**src/hdl/tio_defs.vh**
```
// constants for the three-port tristate i/o block
`ifndef TIO_DEFS_VH
`define TIO_DEFS_VH

// file addresses of the port data registers
`define TIO_ADDR_W 5
`define TIO_ADDR_FIRST 5'h05
`define TIO_ADDR_SECOND 5'h06
`define TIO_ADDR_THIRD 5'h07

// port index codes returned by the address decoder
`define TIO_SEL_NONE 2'h0
`define TIO_SEL_FIRST 2'h1
`define TIO_SEL_SECOND 2'h2
`define TIO_SEL_THIRD 2'h3

// widths
`define TIO_DATA_W 8
`define TIO_FIRST_W 4

// direction register reset value, all pins input
`define TIO_DIR_RESET 8'hff
`define TIO_FIRST_DIR_RESET 4'hf

// value returned for unmapped addresses and unimplemented bits
`define TIO_READ_ZERO 8'h00
`define TIO_FIRST_PAD 4'h0

`endif

```
**src/hdl/tio_ports.v**
```verilog
// three general purpose tristate i/o ports with write-only direction registers
//
// Overview of operation
// - a data register read returns pin levels, except 07h on the small variant, which returns the output latch
// - direction registers are write-only and reset to all ones
// - first port has four pins; bits 7 to 4 read zero
// - second port has eight bidirectional pins on bits 7 to 0
// - third port has pins on large variants, plain storage otherwise
// - direction-load instruction copies the accumulator into the selected direction register
// - direction one means input, zero drives the output latch onto pin
// - data registers sit at file addresses 05h, 06h, 07h
// - inputs are not latched; pins are sampled through two flops on every clock
// - output latch holds its value until the port is rewritten
// - each pin direction is set independently of the others
`timescale 1ns/1ps
`include "tio_defs.vh"
module tio_ports #(
  parameter HAS_THIRD_PORT = 1, // 1: third port has pins, 0: plain data register
  parameter DATA_W = `TIO_DATA_W, // width of the core data path
  parameter FIRST_W = `TIO_FIRST_W // implemented pins of the first port
) (
  input wire CLK, // core instruction clock
  input wire RST_N, // power-on reset, async, active low
  input wire CORE_RST, // external-pin or watchdog reset, sync, active high
  input wire [4:0] FILE_ADDR, // file register address from the core
  input wire FILE_WE, // write strobe, one cycle
  input wire [7:0] FILE_WDATA, // write data
  input wire FILE_RE, // read strobe, one cycle
  output reg [7:0] FILE_RDATA, // read data, valid the cycle after FILE_RE
  output reg FILE_RHIT, // high with FILE_RDATA when the address was ours
  input wire DIR_LOAD, // direction-load instruction strobe
  input wire [4:0] DIR_SEL, // direction-load operand, a port address
  input wire [7:0] ACC, // accumulator contents
  input wire [3:0] FIRST_PINS_I, // first port pin levels
  output reg [3:0] FIRST_PINS_O, // first port output values
  output reg [3:0] FIRST_PINS_OE, // first port drive enables
  input wire [7:0] SECOND_PINS_I, // second port pin levels
  output reg [7:0] SECOND_PINS_O, // second port output values
  output reg [7:0] SECOND_PINS_OE, // second port drive enables
  input wire [7:0] THIRD_PINS_I, // third port pin levels
  output reg [7:0] THIRD_PINS_O, // third port output values
  output reg [7:0] THIRD_PINS_OE // third port drive enables
);

  // maps a file address to a port index code
  function [1:0] port_decode;
    input [4:0] addr;
    begin
      if (addr == `TIO_ADDR_FIRST) begin
        port_decode = `TIO_SEL_FIRST;
      end else if (addr == `TIO_ADDR_SECOND) begin
        port_decode = `TIO_SEL_SECOND;
      end else if (addr == `TIO_ADDR_THIRD) begin
        port_decode = `TIO_SEL_THIRD;
      end else begin
        port_decode = `TIO_SEL_NONE;
      end
    end
  endfunction

  // pin drive value: zero while the pin is an input, latch bit otherwise
  function [7:0] drive_value;
    input [7:0] latch;
    input [7:0] dir;
    begin
      drive_value = latch & ~dir;
    end
  endfunction

  // first port has only four pins, so its drive value is a nibble
  function [3:0] drive_nibble;
    input [3:0] latch;
    input [3:0] dir;
    begin
      drive_nibble = latch & ~dir;
    end
  endfunction

  // output latches carry no reset so power-on leaves them unknown
  reg [3:0] first_latch_ff;
  reg [7:0] second_latch_ff;
  reg [7:0] third_latch_ff;

  // direction registers, write-only from the core
  reg [3:0] first_dir_ff;
  reg [7:0] second_dir_ff;
  reg [7:0] third_dir_ff;

  reg [3:0] nxt_first_latch;
  reg [7:0] nxt_second_latch;
  reg [7:0] nxt_third_latch;
  reg [3:0] nxt_first_dir;
  reg [7:0] nxt_second_dir;
  reg [7:0] nxt_third_dir;
  reg [7:0] nxt_rdata;
  reg nxt_rhit;

  wire [1:0] wr_sel;
  wire [1:0] rd_sel;
  wire [1:0] dir_sel;
  wire [3:0] first_pins_s;
  wire [7:0] second_pins_s;
  wire [7:0] third_pins_s;

  // one-hot strobes, one per port, for writes, reads and direction loads
  wire wr_first;
  wire wr_second;
  wire wr_third;
  wire rd_first;
  wire rd_second;
  wire rd_third;
  wire ld_first;
  wire ld_second;
  wire ld_third;

  // read values per port, built from synchronised pins, or from the latch at 07h on the small variant
  wire [7:0] first_rd_val;
  wire [7:0] second_rd_val;
  wire [7:0] third_rd_val;

  // next values of the registered pin outputs
  reg [3:0] nxt_first_o;
  reg [3:0] nxt_first_oe;
  reg [7:0] nxt_second_o;
  reg [7:0] nxt_second_oe;
  reg [7:0] nxt_third_o;
  reg [7:0] nxt_third_oe;

  // address decode for writes, reads and direction operands
  assign wr_sel = port_decode(FILE_ADDR);
  assign rd_sel = port_decode(FILE_ADDR);
  assign dir_sel = port_decode(DIR_SEL);

  // an unmapped address raises no strobe, so such writes vanish silently
  assign wr_first = FILE_WE && (wr_sel == `TIO_SEL_FIRST);
  assign wr_second = FILE_WE && (wr_sel == `TIO_SEL_SECOND);
  assign wr_third = FILE_WE && (wr_sel == `TIO_SEL_THIRD);

  // read strobes; an unmapped read answers zero with no hit
  assign rd_first = FILE_RE && (rd_sel == `TIO_SEL_FIRST);
  assign rd_second = FILE_RE && (rd_sel == `TIO_SEL_SECOND);
  assign rd_third = FILE_RE && (rd_sel == `TIO_SEL_THIRD);

  // direction operands other than the three port addresses are ignored
  assign ld_first = DIR_LOAD && (dir_sel == `TIO_SEL_FIRST);
  assign ld_second = DIR_LOAD && (dir_sel == `TIO_SEL_SECOND);
  assign ld_third = DIR_LOAD && (dir_sel == `TIO_SEL_THIRD);

  // reads see pins, not latches, except at 07h on the small variant, which has no pins and reads its latch
  assign first_rd_val = {`TIO_FIRST_PAD, first_pins_s};
  assign second_rd_val = second_pins_s;
  assign third_rd_val = (HAS_THIRD_PORT != 0) ? third_pins_s : third_latch_ff;

  // pins come from outside the clock domain, so two flops before any use
  tio_sync2 #(
    .WIDTH(FIRST_W)
  ) u_sync_first (
    .CLK(CLK),
    .RST_N(RST_N),
    .async_in(FIRST_PINS_I),
    .sync_out(first_pins_s)
  );

  // second port, eight pins
  tio_sync2 #(
    .WIDTH(DATA_W)
  ) u_sync_second (
    .CLK(CLK),
    .RST_N(RST_N),
    .async_in(SECOND_PINS_I),
    .sync_out(second_pins_s)
  );

  // third port pins, left unread on the small variant
  tio_sync2 #(
    .WIDTH(DATA_W)
  ) u_sync_third (
    .CLK(CLK),
    .RST_N(RST_N),
    .async_in(THIRD_PINS_I),
    .sync_out(third_pins_s)
  );

  // latch next values; a write lands whatever the direction says
  always @* begin
    nxt_first_latch = first_latch_ff;
    nxt_second_latch = second_latch_ff;
    nxt_third_latch = third_latch_ff;
    if (wr_first) begin
      nxt_first_latch = FILE_WDATA[3:0];
    end
    if (wr_second) begin
      nxt_second_latch = FILE_WDATA;
    end
    if (wr_third) begin
      nxt_third_latch = FILE_WDATA;
    end
  end

  // core reset leaves the latches alone, only a write changes them
  // no reset branch at all, so a fresh power-on leaves them unknown
  always @(posedge CLK) begin
    first_latch_ff <= nxt_first_latch;
    second_latch_ff <= nxt_second_latch;
    third_latch_ff <= nxt_third_latch;
  end

  // direction next values from the direction-load instruction
  // core reset wins over a load arriving in the same cycle
  always @* begin
    nxt_first_dir = first_dir_ff;
    nxt_second_dir = second_dir_ff;
    nxt_third_dir = third_dir_ff;
    if (CORE_RST) begin
      nxt_first_dir = `TIO_FIRST_DIR_RESET;
      nxt_second_dir = `TIO_DIR_RESET;
      nxt_third_dir = `TIO_DIR_RESET;
    end else begin
      if (ld_first) begin
        nxt_first_dir = ACC[3:0];
      end
      if (ld_second) begin
        nxt_second_dir = ACC;
      end
      if (ld_third) begin
        nxt_third_dir = ACC;
      end
    end
  end

  // power-on reset forces every pin to input
  // core reset reaches the same value through the next-value logic
  always @(posedge CLK or negedge RST_N) begin
    if (!RST_N) begin
      first_dir_ff <= `TIO_FIRST_DIR_RESET;
      second_dir_ff <= `TIO_DIR_RESET;
      third_dir_ff <= `TIO_DIR_RESET;
    end else begin
      first_dir_ff <= nxt_first_dir;
      second_dir_ff <= nxt_second_dir;
      third_dir_ff <= nxt_third_dir;
    end
  end

  // read mux: pins, or the 07h latch on the small variant; direction registers have no address
  always @* begin
    nxt_rdata = `TIO_READ_ZERO;
    nxt_rhit = 1'b0;
    if (FILE_RE) begin
      if (rd_first) begin
        nxt_rdata = first_rd_val;
        nxt_rhit = 1'b1;
      end else if (rd_second) begin
        nxt_rdata = second_rd_val;
        nxt_rhit = 1'b1;
      end else if (rd_third) begin
        nxt_rdata = third_rd_val;
        nxt_rhit = 1'b1;
      end
    end
  end

  // read data held until the next read strobe so the core may sample late
  // pins reach it three edges late: two synchroniser flops, then this register
  always @(posedge CLK or negedge RST_N) begin
    if (!RST_N) begin
      FILE_RDATA <= `TIO_READ_ZERO;
      FILE_RHIT <= 1'b0;
    end else if (FILE_RE) begin
      FILE_RDATA <= nxt_rdata;
      FILE_RHIT <= nxt_rhit;
    end
  end

  // drive values; an input pin shows zero so power-on unknowns stay inside
  always @* begin
    nxt_first_o = drive_nibble(first_latch_ff, first_dir_ff);
    nxt_first_oe = ~first_dir_ff;
    nxt_second_o = drive_value(second_latch_ff, second_dir_ff);
    nxt_second_oe = ~second_dir_ff;
    nxt_third_o = 8'h00;
    nxt_third_oe = 8'h00;
    if (HAS_THIRD_PORT != 0) begin
      nxt_third_o = drive_value(third_latch_ff, third_dir_ff);
      nxt_third_oe = ~third_dir_ff;
    end
  end

  // pin drivers registered so every output leaves the block from a flop
  always @(posedge CLK or negedge RST_N) begin
    if (!RST_N) begin
      FIRST_PINS_O <= 4'h0;
      FIRST_PINS_OE <= 4'h0;
      SECOND_PINS_O <= 8'h00;
      SECOND_PINS_OE <= 8'h00;
      THIRD_PINS_O <= 8'h00;
      THIRD_PINS_OE <= 8'h00;
    end else begin
      FIRST_PINS_O <= nxt_first_o;
      FIRST_PINS_OE <= nxt_first_oe;
      SECOND_PINS_O <= nxt_second_o;
      SECOND_PINS_OE <= nxt_second_oe;
      THIRD_PINS_O <= nxt_third_o;
      THIRD_PINS_OE <= nxt_third_oe;
    end
  end

endmodule

```
**src/hdl/tio_sync2.v**
```verilog
// two-flop synchroniser for asynchronous pin levels
`timescale 1ns/1ps
module tio_sync2 #(
  parameter WIDTH = 8
) (
  input wire CLK, // core clock
  input wire RST_N, // async reset, active low
  input wire [WIDTH-1:0] async_in, // raw pin levels
  output wire [WIDTH-1:0] sync_out // levels safe to use in the clock domain
);

  reg [WIDTH-1:0] meta_ff;
  reg [WIDTH-1:0] sync_ff;

  // first stage feeds only the second stage
  always @(posedge CLK or negedge RST_N) begin
    if (!RST_N) begin
      meta_ff <= {WIDTH{1'b0}};
      sync_ff <= {WIDTH{1'b0}};
    end else begin
      meta_ff <= async_in;
      sync_ff <= meta_ff;
    end
  end

  assign sync_out = sync_ff;

endmodule

```
**config.mk**
```make
export PLATFORM = sky130hd
export DESIGN_NAME = tio_ports
export DESIGN_NICKNAME = d
export VERILOG_FILES = /design/src/hdl/tio_ports.v /design/src/hdl/tio_sync2.v
export VERILOG_INCLUDE_DIRS = /design/src /design/src/hdl
export SDC_FILE = /design/constraint.sdc
export NUM_CORES = 1
export LEC_CHECK = 0
export ABC_AREA = 1
export BUFFER_PORTS_ARGS = -buffer_cell sky130_fd_sc_hd__buf_4
export CAP_MARGIN = 25
export CORE_MARGIN = 8
export CORE_UTILIZATION = 50
export CTS_CLUSTER_SIZE = 14
export DETAILED_ROUTE_END_ITERATION = 8
export PLACE_DENSITY = 0.8
export SLEW_MARGIN = 0
export SYNTH_ARGS = -nofsm -noshare
export SYNTH_HDL_FRONTEND = slang
export SYNTH_HIERARCHICAL = 1
export SYNTH_SLANG_ARGS = --single-unit
```
**constraint.sdc**
```tcl
create_clock -name CLK -period 3 [get_ports CLK]
set_clock_uncertainty 0.2 [all_clocks]
set_input_delay 0.9 -clock CLK [delete_from_list [all_inputs] [get_ports CLK]]
set_output_delay 0.9 -clock CLK [all_outputs]
set_load 0.01 [all_outputs]
```
==> results of run 1 <==
through the flow:
stage / setup slack (ns) / instances
global placement: 0.676 / 521
finish: 0.832 / 553
detailed placement: 0.549 / 521
global route: 0.791 / 553
CTS: 0.803 / 553
floorplan: 0.728 / 315
registers in the layout, summed over array words and instances, names as in the netlist, 8 cells and up:
name                    cells
FILE_RDATA                  8
SECOND_PINS_OE              8
SECOND_PINS_O               8
THIRD_PINS_OE               8
THIRD_PINS_O                8
drive_value.dir             8
drive_value.latch           8
second_dir_ff               8
second_latch_ff             8
u_sync_second/meta_ff       8
u_sync_second/sync_out      8
u_sync_third/meta_ff        8
u_sync_third/sync_out       8
final cells by class:
cell class,count,area [um2]
clock buffer,21,470
inverter,51,191
sequential,129,3350
multi-input combinational,132,616
timing repair buffer,104,793
tap,105,131
fill,535,2450
clock inverter,11,174
power by group:
part           leakage [nW]  switching, W  internal, W
registers              1.48     0.0000387      0.00190
logic                  1.06      0.000147     0.000126
clock network         0.315      0.000716      0.00145
total                  2.85      0.000902      0.00348
kinds of logic after synthesis:
logic type	count (synthesis)
compound gates	21
buf+inv	54
flops	129
simple gates	111
metal layers:
layer	vias up	part of all wire, %	GRT usage (%)
met5	-	0	0
met4	0	2.5	8.72
met3	24	9.2	6.95
met2	117	49	26.1
met1	1283	39	17.1
li1	1232	-	-
worst register-to-register path, delay by kind of cell (launching register included):
family	cells	cell delay, ns
flip-flops	1	0.53
AO/OA/AOI/OAI	1	0.23
buffers and inverters	1	0.05
cells in the final DEF (no fill, tap or decap):
master,Yosys,final
dfstp_2,20,20
buf_4,0,103
nand4_1,14,14
clkinv_4,0,2
inv_2,2,2
o21ai_1,1,1
or2_2,8,8
nand2_1,43,43
dfrtp_1,89,89
clkbuf_8,0,3
inv_1,49,49
buf_12,0,1
inv_4,0,1
nor2_2,2,2
nor2_4,1,1
clkbuf_1,0,1
nor3_2,1,1
clkinv_2,0,1
nor2_1,28,28
clkbuf_16,0,17
clkinvlp_4,0,1
nand2_2,2,2
nand3_1,11,11
inv_6,0,2
o21ai_0,20,20
nor3_1,1,1
edfxtp_1,20,20
bufinv_16,0,4
how the worst min path moves through the flow:
stage,end,slack [ns]
final,u_sync_second/sync_out[0],0.15
after global placement,u_sync_first/sync_out[1],0.13
after floorplan,u_sync_first/sync_out[0],0.13
after global routing,u_sync_second/sync_out[6],0.15
after detailed placement,u_sync_second/sync_out[0],0.13
after CTS,u_sync_first/sync_out[1],0.15
==> impl_metrics.csv, run 1 <==
group,metric,value,unit
global_route,antenna_found_initial,0,
placement,io_buffer_count,100,
routing,vias_per_cell,4.80,
cts,cts_setup_buffers,0,
routing,wl,8.73,mm
synth,yosys.cell_count.top_type,"dfrtp_1",
global_route,grt_pass1_vias,2980,
placement,post_dp_cell_area,5080,um2
synth,synth-simple-area-share,12.2,%
placement,hpwl,6.04,mm
final_layout,final_cell_area,5730,um2
synth,yosysTopAreaCell,"dfrtp_1",
timing,rsz0062_at_grt,"false",
floorplanning,start_util,51.2,%
setup_path,worstSetupEndpoint,"FILE_RDATA[0]",
floorplanning,die_area,11600,um2
setup_path,worst-path-buf-inv,1,
setup_path,crit_fanout,2,
timing,setup_viol,0,
timing,hold_viol,0,
timing,worst_pin_slew,0.590,ns
cts,clk_pin_slew,0.06,ns
setup_path,critPathSlowestCell,"dfrtp_1",
synth,synthAdderAreaFrac,0,%
power_and_ir_drop,power.density,764,nW/um2
cts,cts_htree_levels,4,
synth,ys_ff_latch,129,
cts,cts.sinks,129,
power_and_ir_drop,ir_drop,0.000448,V
synth,synth-compound-area-share,2.51,%
cts,numCtsBuffers,17,
floorplanning,core_area,8180,um2
routing,wl_per_cell,15.8,um
floorplanning,die_h,108,um
cts,cts_root_buf,"clkbuf_8",
timing,hold_ws,0.146,ns
synth,muxShareOfSynthArea,0,%
power_and_ir_drop,p_leak,2.85,nW
setup_path,cp_top_family,"flip-flops",
synth,avgSynthCellArea,13.3,um2
synth,synth_common_cells,"dfrtp_1, inv_1, nand2_1",
setup_path,cp-end-kind,"primary output",
routing,vias,2656,
global_route,gr-total-overflow,0,
synth,synth_area,4190,um2
synth,yosysSeqAreaShare,80.1,%
synth,synth_top_family_by_area,"simple AND/OR/NAND/NOR gates",
setup_path,ff2ff_setup_slack,1.90,ns
synth,synth_flop_cell,"dfrtp_1",
setup_path,crit_chain,"buf_4",
setup_path,crit_required,1.90,ns
min_path,hold_start,"u_sync_second/meta_ff[0]",
timing,maxSlewHeadroom,60.7,%
cts,ctsHoldBuffers,0,
synth,synth_async_sr_flop_share,84.5,%
global_route,grt_pass1_wl,14.0,mm
timing,layout_worst_path_cycle_share,72.3,%
global_route,grt_max_degree,49,
setup_path,path_depth,1,
timing,finalCriticalPeriod,2.17,ns
placement,routabilityCongestion,0.747,
min_path,hold_depth,0,
final_layout,drive_gt1_share,38.2,%
final_layout,fin_nets,487,
job,cap_violations,0,
setup_path,reg2reg_depth,2,
floorplanning,rows,33,
setup_path,crit_arrival,1.07,ns
routing,drtIter0Drc,76,
floorplanning,chipWidth,108,um
synth,yosysUniqueCellTypes,19,
routing,first_pass_iters,4,
global_route,track_usage,16.0,%
timing,max_freq,0.461,GHz
synth,synthCells,315,
synth,synth_warnings,6,
routing,detail-route-antenna-nets,0,
final_layout,diodes,0,
final_layout,syn2layout_area_growth,36.8,%
synth,syn-num-nets,367,
cts,cts_resized,0,
timing,report.final.slew_viol_count,0,
cts,clock_latency,0.51,ns
outcome,outcome,"completed",
synth,synth_enable_flop_cells,20,
floorplanning,io_pins,101,
cts,cts_max_path_buffers,2,
synth,synth.top_cell.area_share,53.2,%
synth,synth.area.top_cells,"dfrtp_1, edfxtp_1, dfstp_2",
setup_path,crit_start,"FILE_RDATA[0]",
setup_path,reg2reg_to,"drive_value.dir[1]",
setup_path,crit_type,"register to primary output",
cts,cts_tree,"yes",
min_path,hp-class,"register to register",
power_and_ir_drop,finalPower,0.00438,W
setup_path,rr_startpoint,"drive_value.dir[1]",
timing,tns,0,ns
synth,synth_xor_xnor_area_share,0,%
setup_path,start_kind,"register",
routing,drc_errors,0,
setup_path,slowest_delay,0.40,ns
final_layout,utilization,70.1,%
Note: power is estimated with default switching activity, not from simulation.
==> inputs of run 2 (changes only) <==
Settings changed: CORE_UTILIZATION 50 to 47, PLACE_DENSITY 0.8 to 0.79.
Clock period 3 ns to 1.98 ns, I/O delays scaled along.
==> impl_metrics.csv, run 2 (synthesis gave the netlist of run 1 again) <==
group,metric,value,unit
cts,cts_max_path_buffers,2,
cts,numCtsBuffers,17,
floorplanning,die_h,110,um
setup_path,critPathSlowestCell,"dfrtp_1",
setup_path,worst-path-buf-inv,1,
final_layout,final_cell_area,5950,um2
global_route,grt_pass1_wl,14.1,mm
timing,finalCriticalPeriod,1.87,ns
cts,cts_tree,"yes",
routing,vias_per_cell,4.65,
placement,post_dp_cell_area,5120,um2
placement,routabilityCongestion,0.759,
global_route,antenna_found_initial,0,
final_layout,drive_gt1_share,36.9,%
cts,cts_setup_buffers,0,
global_route,grt_pass1_vias,2920,
final_layout,diodes,0,
placement,place_inst,526,
setup_path,crit_chain,"buf_4",
job,cap_violations,0,
final_layout,final_common_cell,"buf_4",
final_layout,fill_cells,606,
setup_path,crit_arrival,1.07,ns
placement,io_buffer_count,100,
power_and_ir_drop,power.density,1100,nW/um2
final_layout,fin_nets,510,
timing,maxSlewHeadroom,77.6,%
floorplanning,rows,34,
final_layout,most-common-layout-cells,"buf_4, dfrtp_1, inv_1, nand2_1, nor2_1",
cts,cts_htree_levels,4,
global_route,track_usage,15.7,%
timing,rsz0062_at_grt,"false",
routing,first_pass_iters,4,
floorplanning,chipWidth,110,um
routing,vias,2690,
final_layout,final_cells,579,
routing,drc_errors,0,
outcome,outcome,"completed",
cts,cts_root_buf,"clkbuf_8",
setup_path,crit_type,"register to primary output",
setup_path,crit_required,1.19,ns
floorplanning,die_area,12200,um2
timing,max_freq,0.535,GHz
setup_path,cp_top_family,"flip-flops",
timing,report.final.slew_viol_count,0,
power_and_ir_drop,ir_drop,0.000641,V
setup_path,cp-end-kind,"primary output",
timing,layout_worst_path_cycle_share,94.4,%
global_route,grt_max_degree,63,
cts,clk_pin_slew,0.06,ns
routing,wl,8.93,mm
timing,hold_viol,0,
global_route,gr-total-overflow,0,
routing,detail-route-antenna-nets,0,
routing,wl_per_cell,15.4,um
final_layout,syn2layout_area_growth,42.1,%
setup_path,slowest_delay,0.42,ns
timing,tns,0,ns
min_path,hp-class,"input port to register",
setup_path,crit_fanout,2,
floorplanning,start_util,48.3,%
floorplanning,core_area,8680,um2
routing,drtIter0Drc,88,
timing,setup_viol,0,
cts,cts_resized,0,
setup_path,start_kind,"register",
power_and_ir_drop,p_leak,2.94,nW
cts,clock_latency,0.50,ns
timing,hold_ws,0.0775,ns
cts,ctsHoldBuffers,21,
timing,worst_pin_slew,0.335,ns
cts,cts.sinks,129,
placement,hpwl,6.01,mm
floorplanning,io_pins,101,
run 2: cell types whose count changed in the layout (fill, tap and decap cells not counted), sizes merged:
cell         before  now
clkinv            3    4
buf             104  106
dlygate4sd3       0   21
bufinv            4    3
run 2: metal layers:
metal | GRT usage (%) | routed length (um) | vias to the layer above
met5 | 0 | 0 | -
met4 | 6.37 | 86 | 0
met3 | 6.63 | 876 | 10
met2 | 26.6 | 4600 | 96
met1 | 16.9 | 3370 | 1309
li1 | - | - | 1275
run 2: worst paths after layout:
check | endpoint | slack [ns] | depth (start not counted) | start
setup / recovery | FILE_RDATA[1] | 0.11 | 1 | FILE_RDATA[1]
hold / removal | drive_value.latch[7] | 0.08 | 1 | FILE_WDATA[7]
setup reg to reg | second_dir_ff[3] | 0.92 | 2 | second_dir_ff[3]
hold reg to reg | u_sync_first/sync_out[2] | 0.15 | 0 | u_sync_first/meta_ff[2]
max in group asynchronous | drive_value.dir[0] | 0.81 | 3 | RST_N
min in group asynchronous | SECOND_PINS_OE[3] | 0.43 | 3 | RST_N
run 2: per-stage QoR:
step	total power (W)	util, %	setup WS, ns
CTS	0.00662	68.6	0.100
global placement	0.00338	59.0	0.0888
floorplan	0.00311	-	0.0136
detailed placement	0.00340	59.0	0.0507
finish	0.00654	68.6	0.111
global route	0.00681	68.6	0.0608
run 2: cell type report:
| class | instances | area [um2] | share of cell area, % |
|---|---|---|---|
| flip-flops and latches | 129 | 3350 | 56.3 |
| clock inverters | 11 | 149 | 2.50 |
| multi-input cells | 132 | 621 | 10.4 |
| repair buffers | 127 | 1030 | 17.3 |
| inverters | 51 | 191 | 3.22 |
| clock buffers | 21 | 470 | 7.91 |
| well taps | 108 | 135 | 2.27 |
run 2: power breakdown:
group | switching, W | internal, W | leakage (nW)
logic | 0.000228 | 0.000224 | 1.16
clock network | 0.00108 | 0.00207 | 0.304
registers | 0.0000579 | 0.00288 | 1.48
total | 0.00137 | 0.00517 | 2.94
==> inputs of run 3 (changes only) <==
Settings changed: CTS_CLUSTER_SIZE 14 to unset, PLACE_DENSITY 0.79 to 0.75.
==> impl_metrics.csv, run 3 (synthesis gave the netlist of run 1 again) <==
group,metric,value,unit
outcome,outcome,"completed",
setup_path,cp_top_family,"flip-flops",
cts,cts_setup_buffers,0,
timing,report.final.slew_viol_count,0,
cts,cts_htree_levels,4,
final_layout,drive_gt1_share,36.9,%
timing,setup_viol,0,
routing,vias_per_cell,4.72,
global_route,grt_max_degree,35,
cts,cts_max_path_buffers,2,
setup_path,crit_type,"register to primary output",
placement,hpwl,6.04,mm
routing,first_pass_iters,5,
routing,wl,9.06,mm
routing,vias,2738,
global_route,antenna_found_initial,0,
global_route,grt_pass1_vias,2937,
final_layout,most-common-layout-cells,"buf_4, dfrtp_1, inv_1, nand2_1, nor2_1",
timing,max_freq,0.541,GHz
global_route,track_usage,15.8,%
setup_path,worst-path-buf-inv,1,
final_layout,fin_nets,511,
placement,io_buffer_count,100,
min_path,hp-class,"input port to register",
power_and_ir_drop,power.density,1130,nW/um2
routing,detail-route-antenna-nets,0,
power_and_ir_drop,p_leak,2.96,nW
setup_path,crit_fanout,1,
timing,hold_ws,0.0739,ns
global_route,grt_pass1_wl,14.2,mm
cts,cts_root_buf,"clkbuf_8",
final_layout,final_cells,580,
routing,drtIter0Drc,130,
cts,cts.sinks,129,
setup_path,cp-end-kind,"primary output",
setup_path,start_kind,"register",
cts,numCtsBuffers,17,
cts,cts_tree,"yes",
power_and_ir_drop,ir_drop,0.000911,V
setup_path,crit_required,1.19,ns
timing,finalCriticalPeriod,1.85,ns
final_layout,fill_cells,599,
floorplanning,start_util,48.3,%
floorplanning,io_pins,101,
floorplanning,die_h,110,um
routing,drc_errors,0,
setup_path,crit_chain,"buf_4",
final_layout,diodes,0,
final_layout,utilization,69.1,%
routing,wl_per_cell,15.6,um
timing,layout_worst_path_cycle_share,93.4,%
timing,worst_pin_slew,0.397,ns
cts,clock_latency,0.50,ns
final_layout,syn2layout_area_growth,43.2,%
global_route,gr-total-overflow,0,
floorplanning,chipWidth,110,um
timing,maxSlewHeadroom,73.5,%
floorplanning,die_area,12200,um2
timing,tns,0,ns
floorplanning,core_area,8680,um2
setup_path,slowest_delay,0.40,ns
floorplanning,rows,34,
setup_path,critPathSlowestCell,"dfrtp_1",
setup_path,crit_arrival,1.06,ns
timing,hold_viol,0,
timing,rsz0062_at_grt,"false",
cts,clk_pin_slew,0.06,ns
job,cap_violations,0,
placement,place_inst,527,
final_layout,final_common_cell,"buf_4",
placement,routabilityCongestion,0.783,
run 3: cell count changes in the layout (fill, tap and decap cells not counted), sizes merged:
cell    previous run  this run
inv               54        53
bufinv             3         5
clkbuf            21        20
buf              106       107
run 3: power breakdown:
part,switching (W),total (W),internal [W]
logic,0.000235,0.000460,0.000225
clock network,0.00111,0.00340,0.00229
registers,0.0000590,0.00294,0.00288
total,0.00140,0.00679,0.00539
run 3: path summary, 6_finish.rpt:
path | from | to | cells after the start | slack [ns]
setup / recovery | THIRD_PINS_O[6] | THIRD_PINS_O[6] | 1 | 0.13
hold / removal | FILE_WDATA[6] | drive_value.latch[6] | 1 | 0.07
setup reg to reg | drive_value.dir[0] | drive_value.dir[0] | 2 | 0.88
hold reg to reg | u_sync_third/meta_ff[0] | u_sync_third/sync_out[0] | 0 | 0.15
max in group asynchronous | RST_N | drive_nibble.dir[2] | 3 | 0.64
min in group asynchronous | RST_N | SECOND_PINS_OE[3] | 2 | 0.36
run 3: per-layer routing:
layer,track usage [%],up-vias,part of all wire [%]
li1,-,1283,-
met4,6.66,0,1.3
met5,0,-,0
met3,6.69,13,10
met2,26.0,122,50
met1,17.7,1320,38
run 3: repair_timing:
item,in CTS,in global routing
resized for setup,0,0
endpoints found under the hold margin,37,0
hold buffers,21,0
setup endpoints to repair,0,0
run 3: through the flow:
stage / power [W] / area [um2] / setup slack [ns]
3_3_place_gp: 0.00339 / 5130 / 0.0994
2_1_floorplan: 0.00311 / 4190 / 0.0136
5_1_grt: 0.00703 / 6000 / 0.0835
4_1_cts: 0.00686 / 6000 / 0.101
3_5_place_dp: 0.00341 / 5130 / -0.00784
6_report: 0.00679 / 6000 / 0.130
run 3: layout make-up:
type	count	area [um2]	area share [%]
clock buffer	20	457	7.62
clock inverter	12	201	3.36
inverter	51	191	3.19
multi-input combinational	132	621	10.3
sequential	129	3350	55.9
tap	108	135	2.25
timing repair buffer	128	1040	17.3
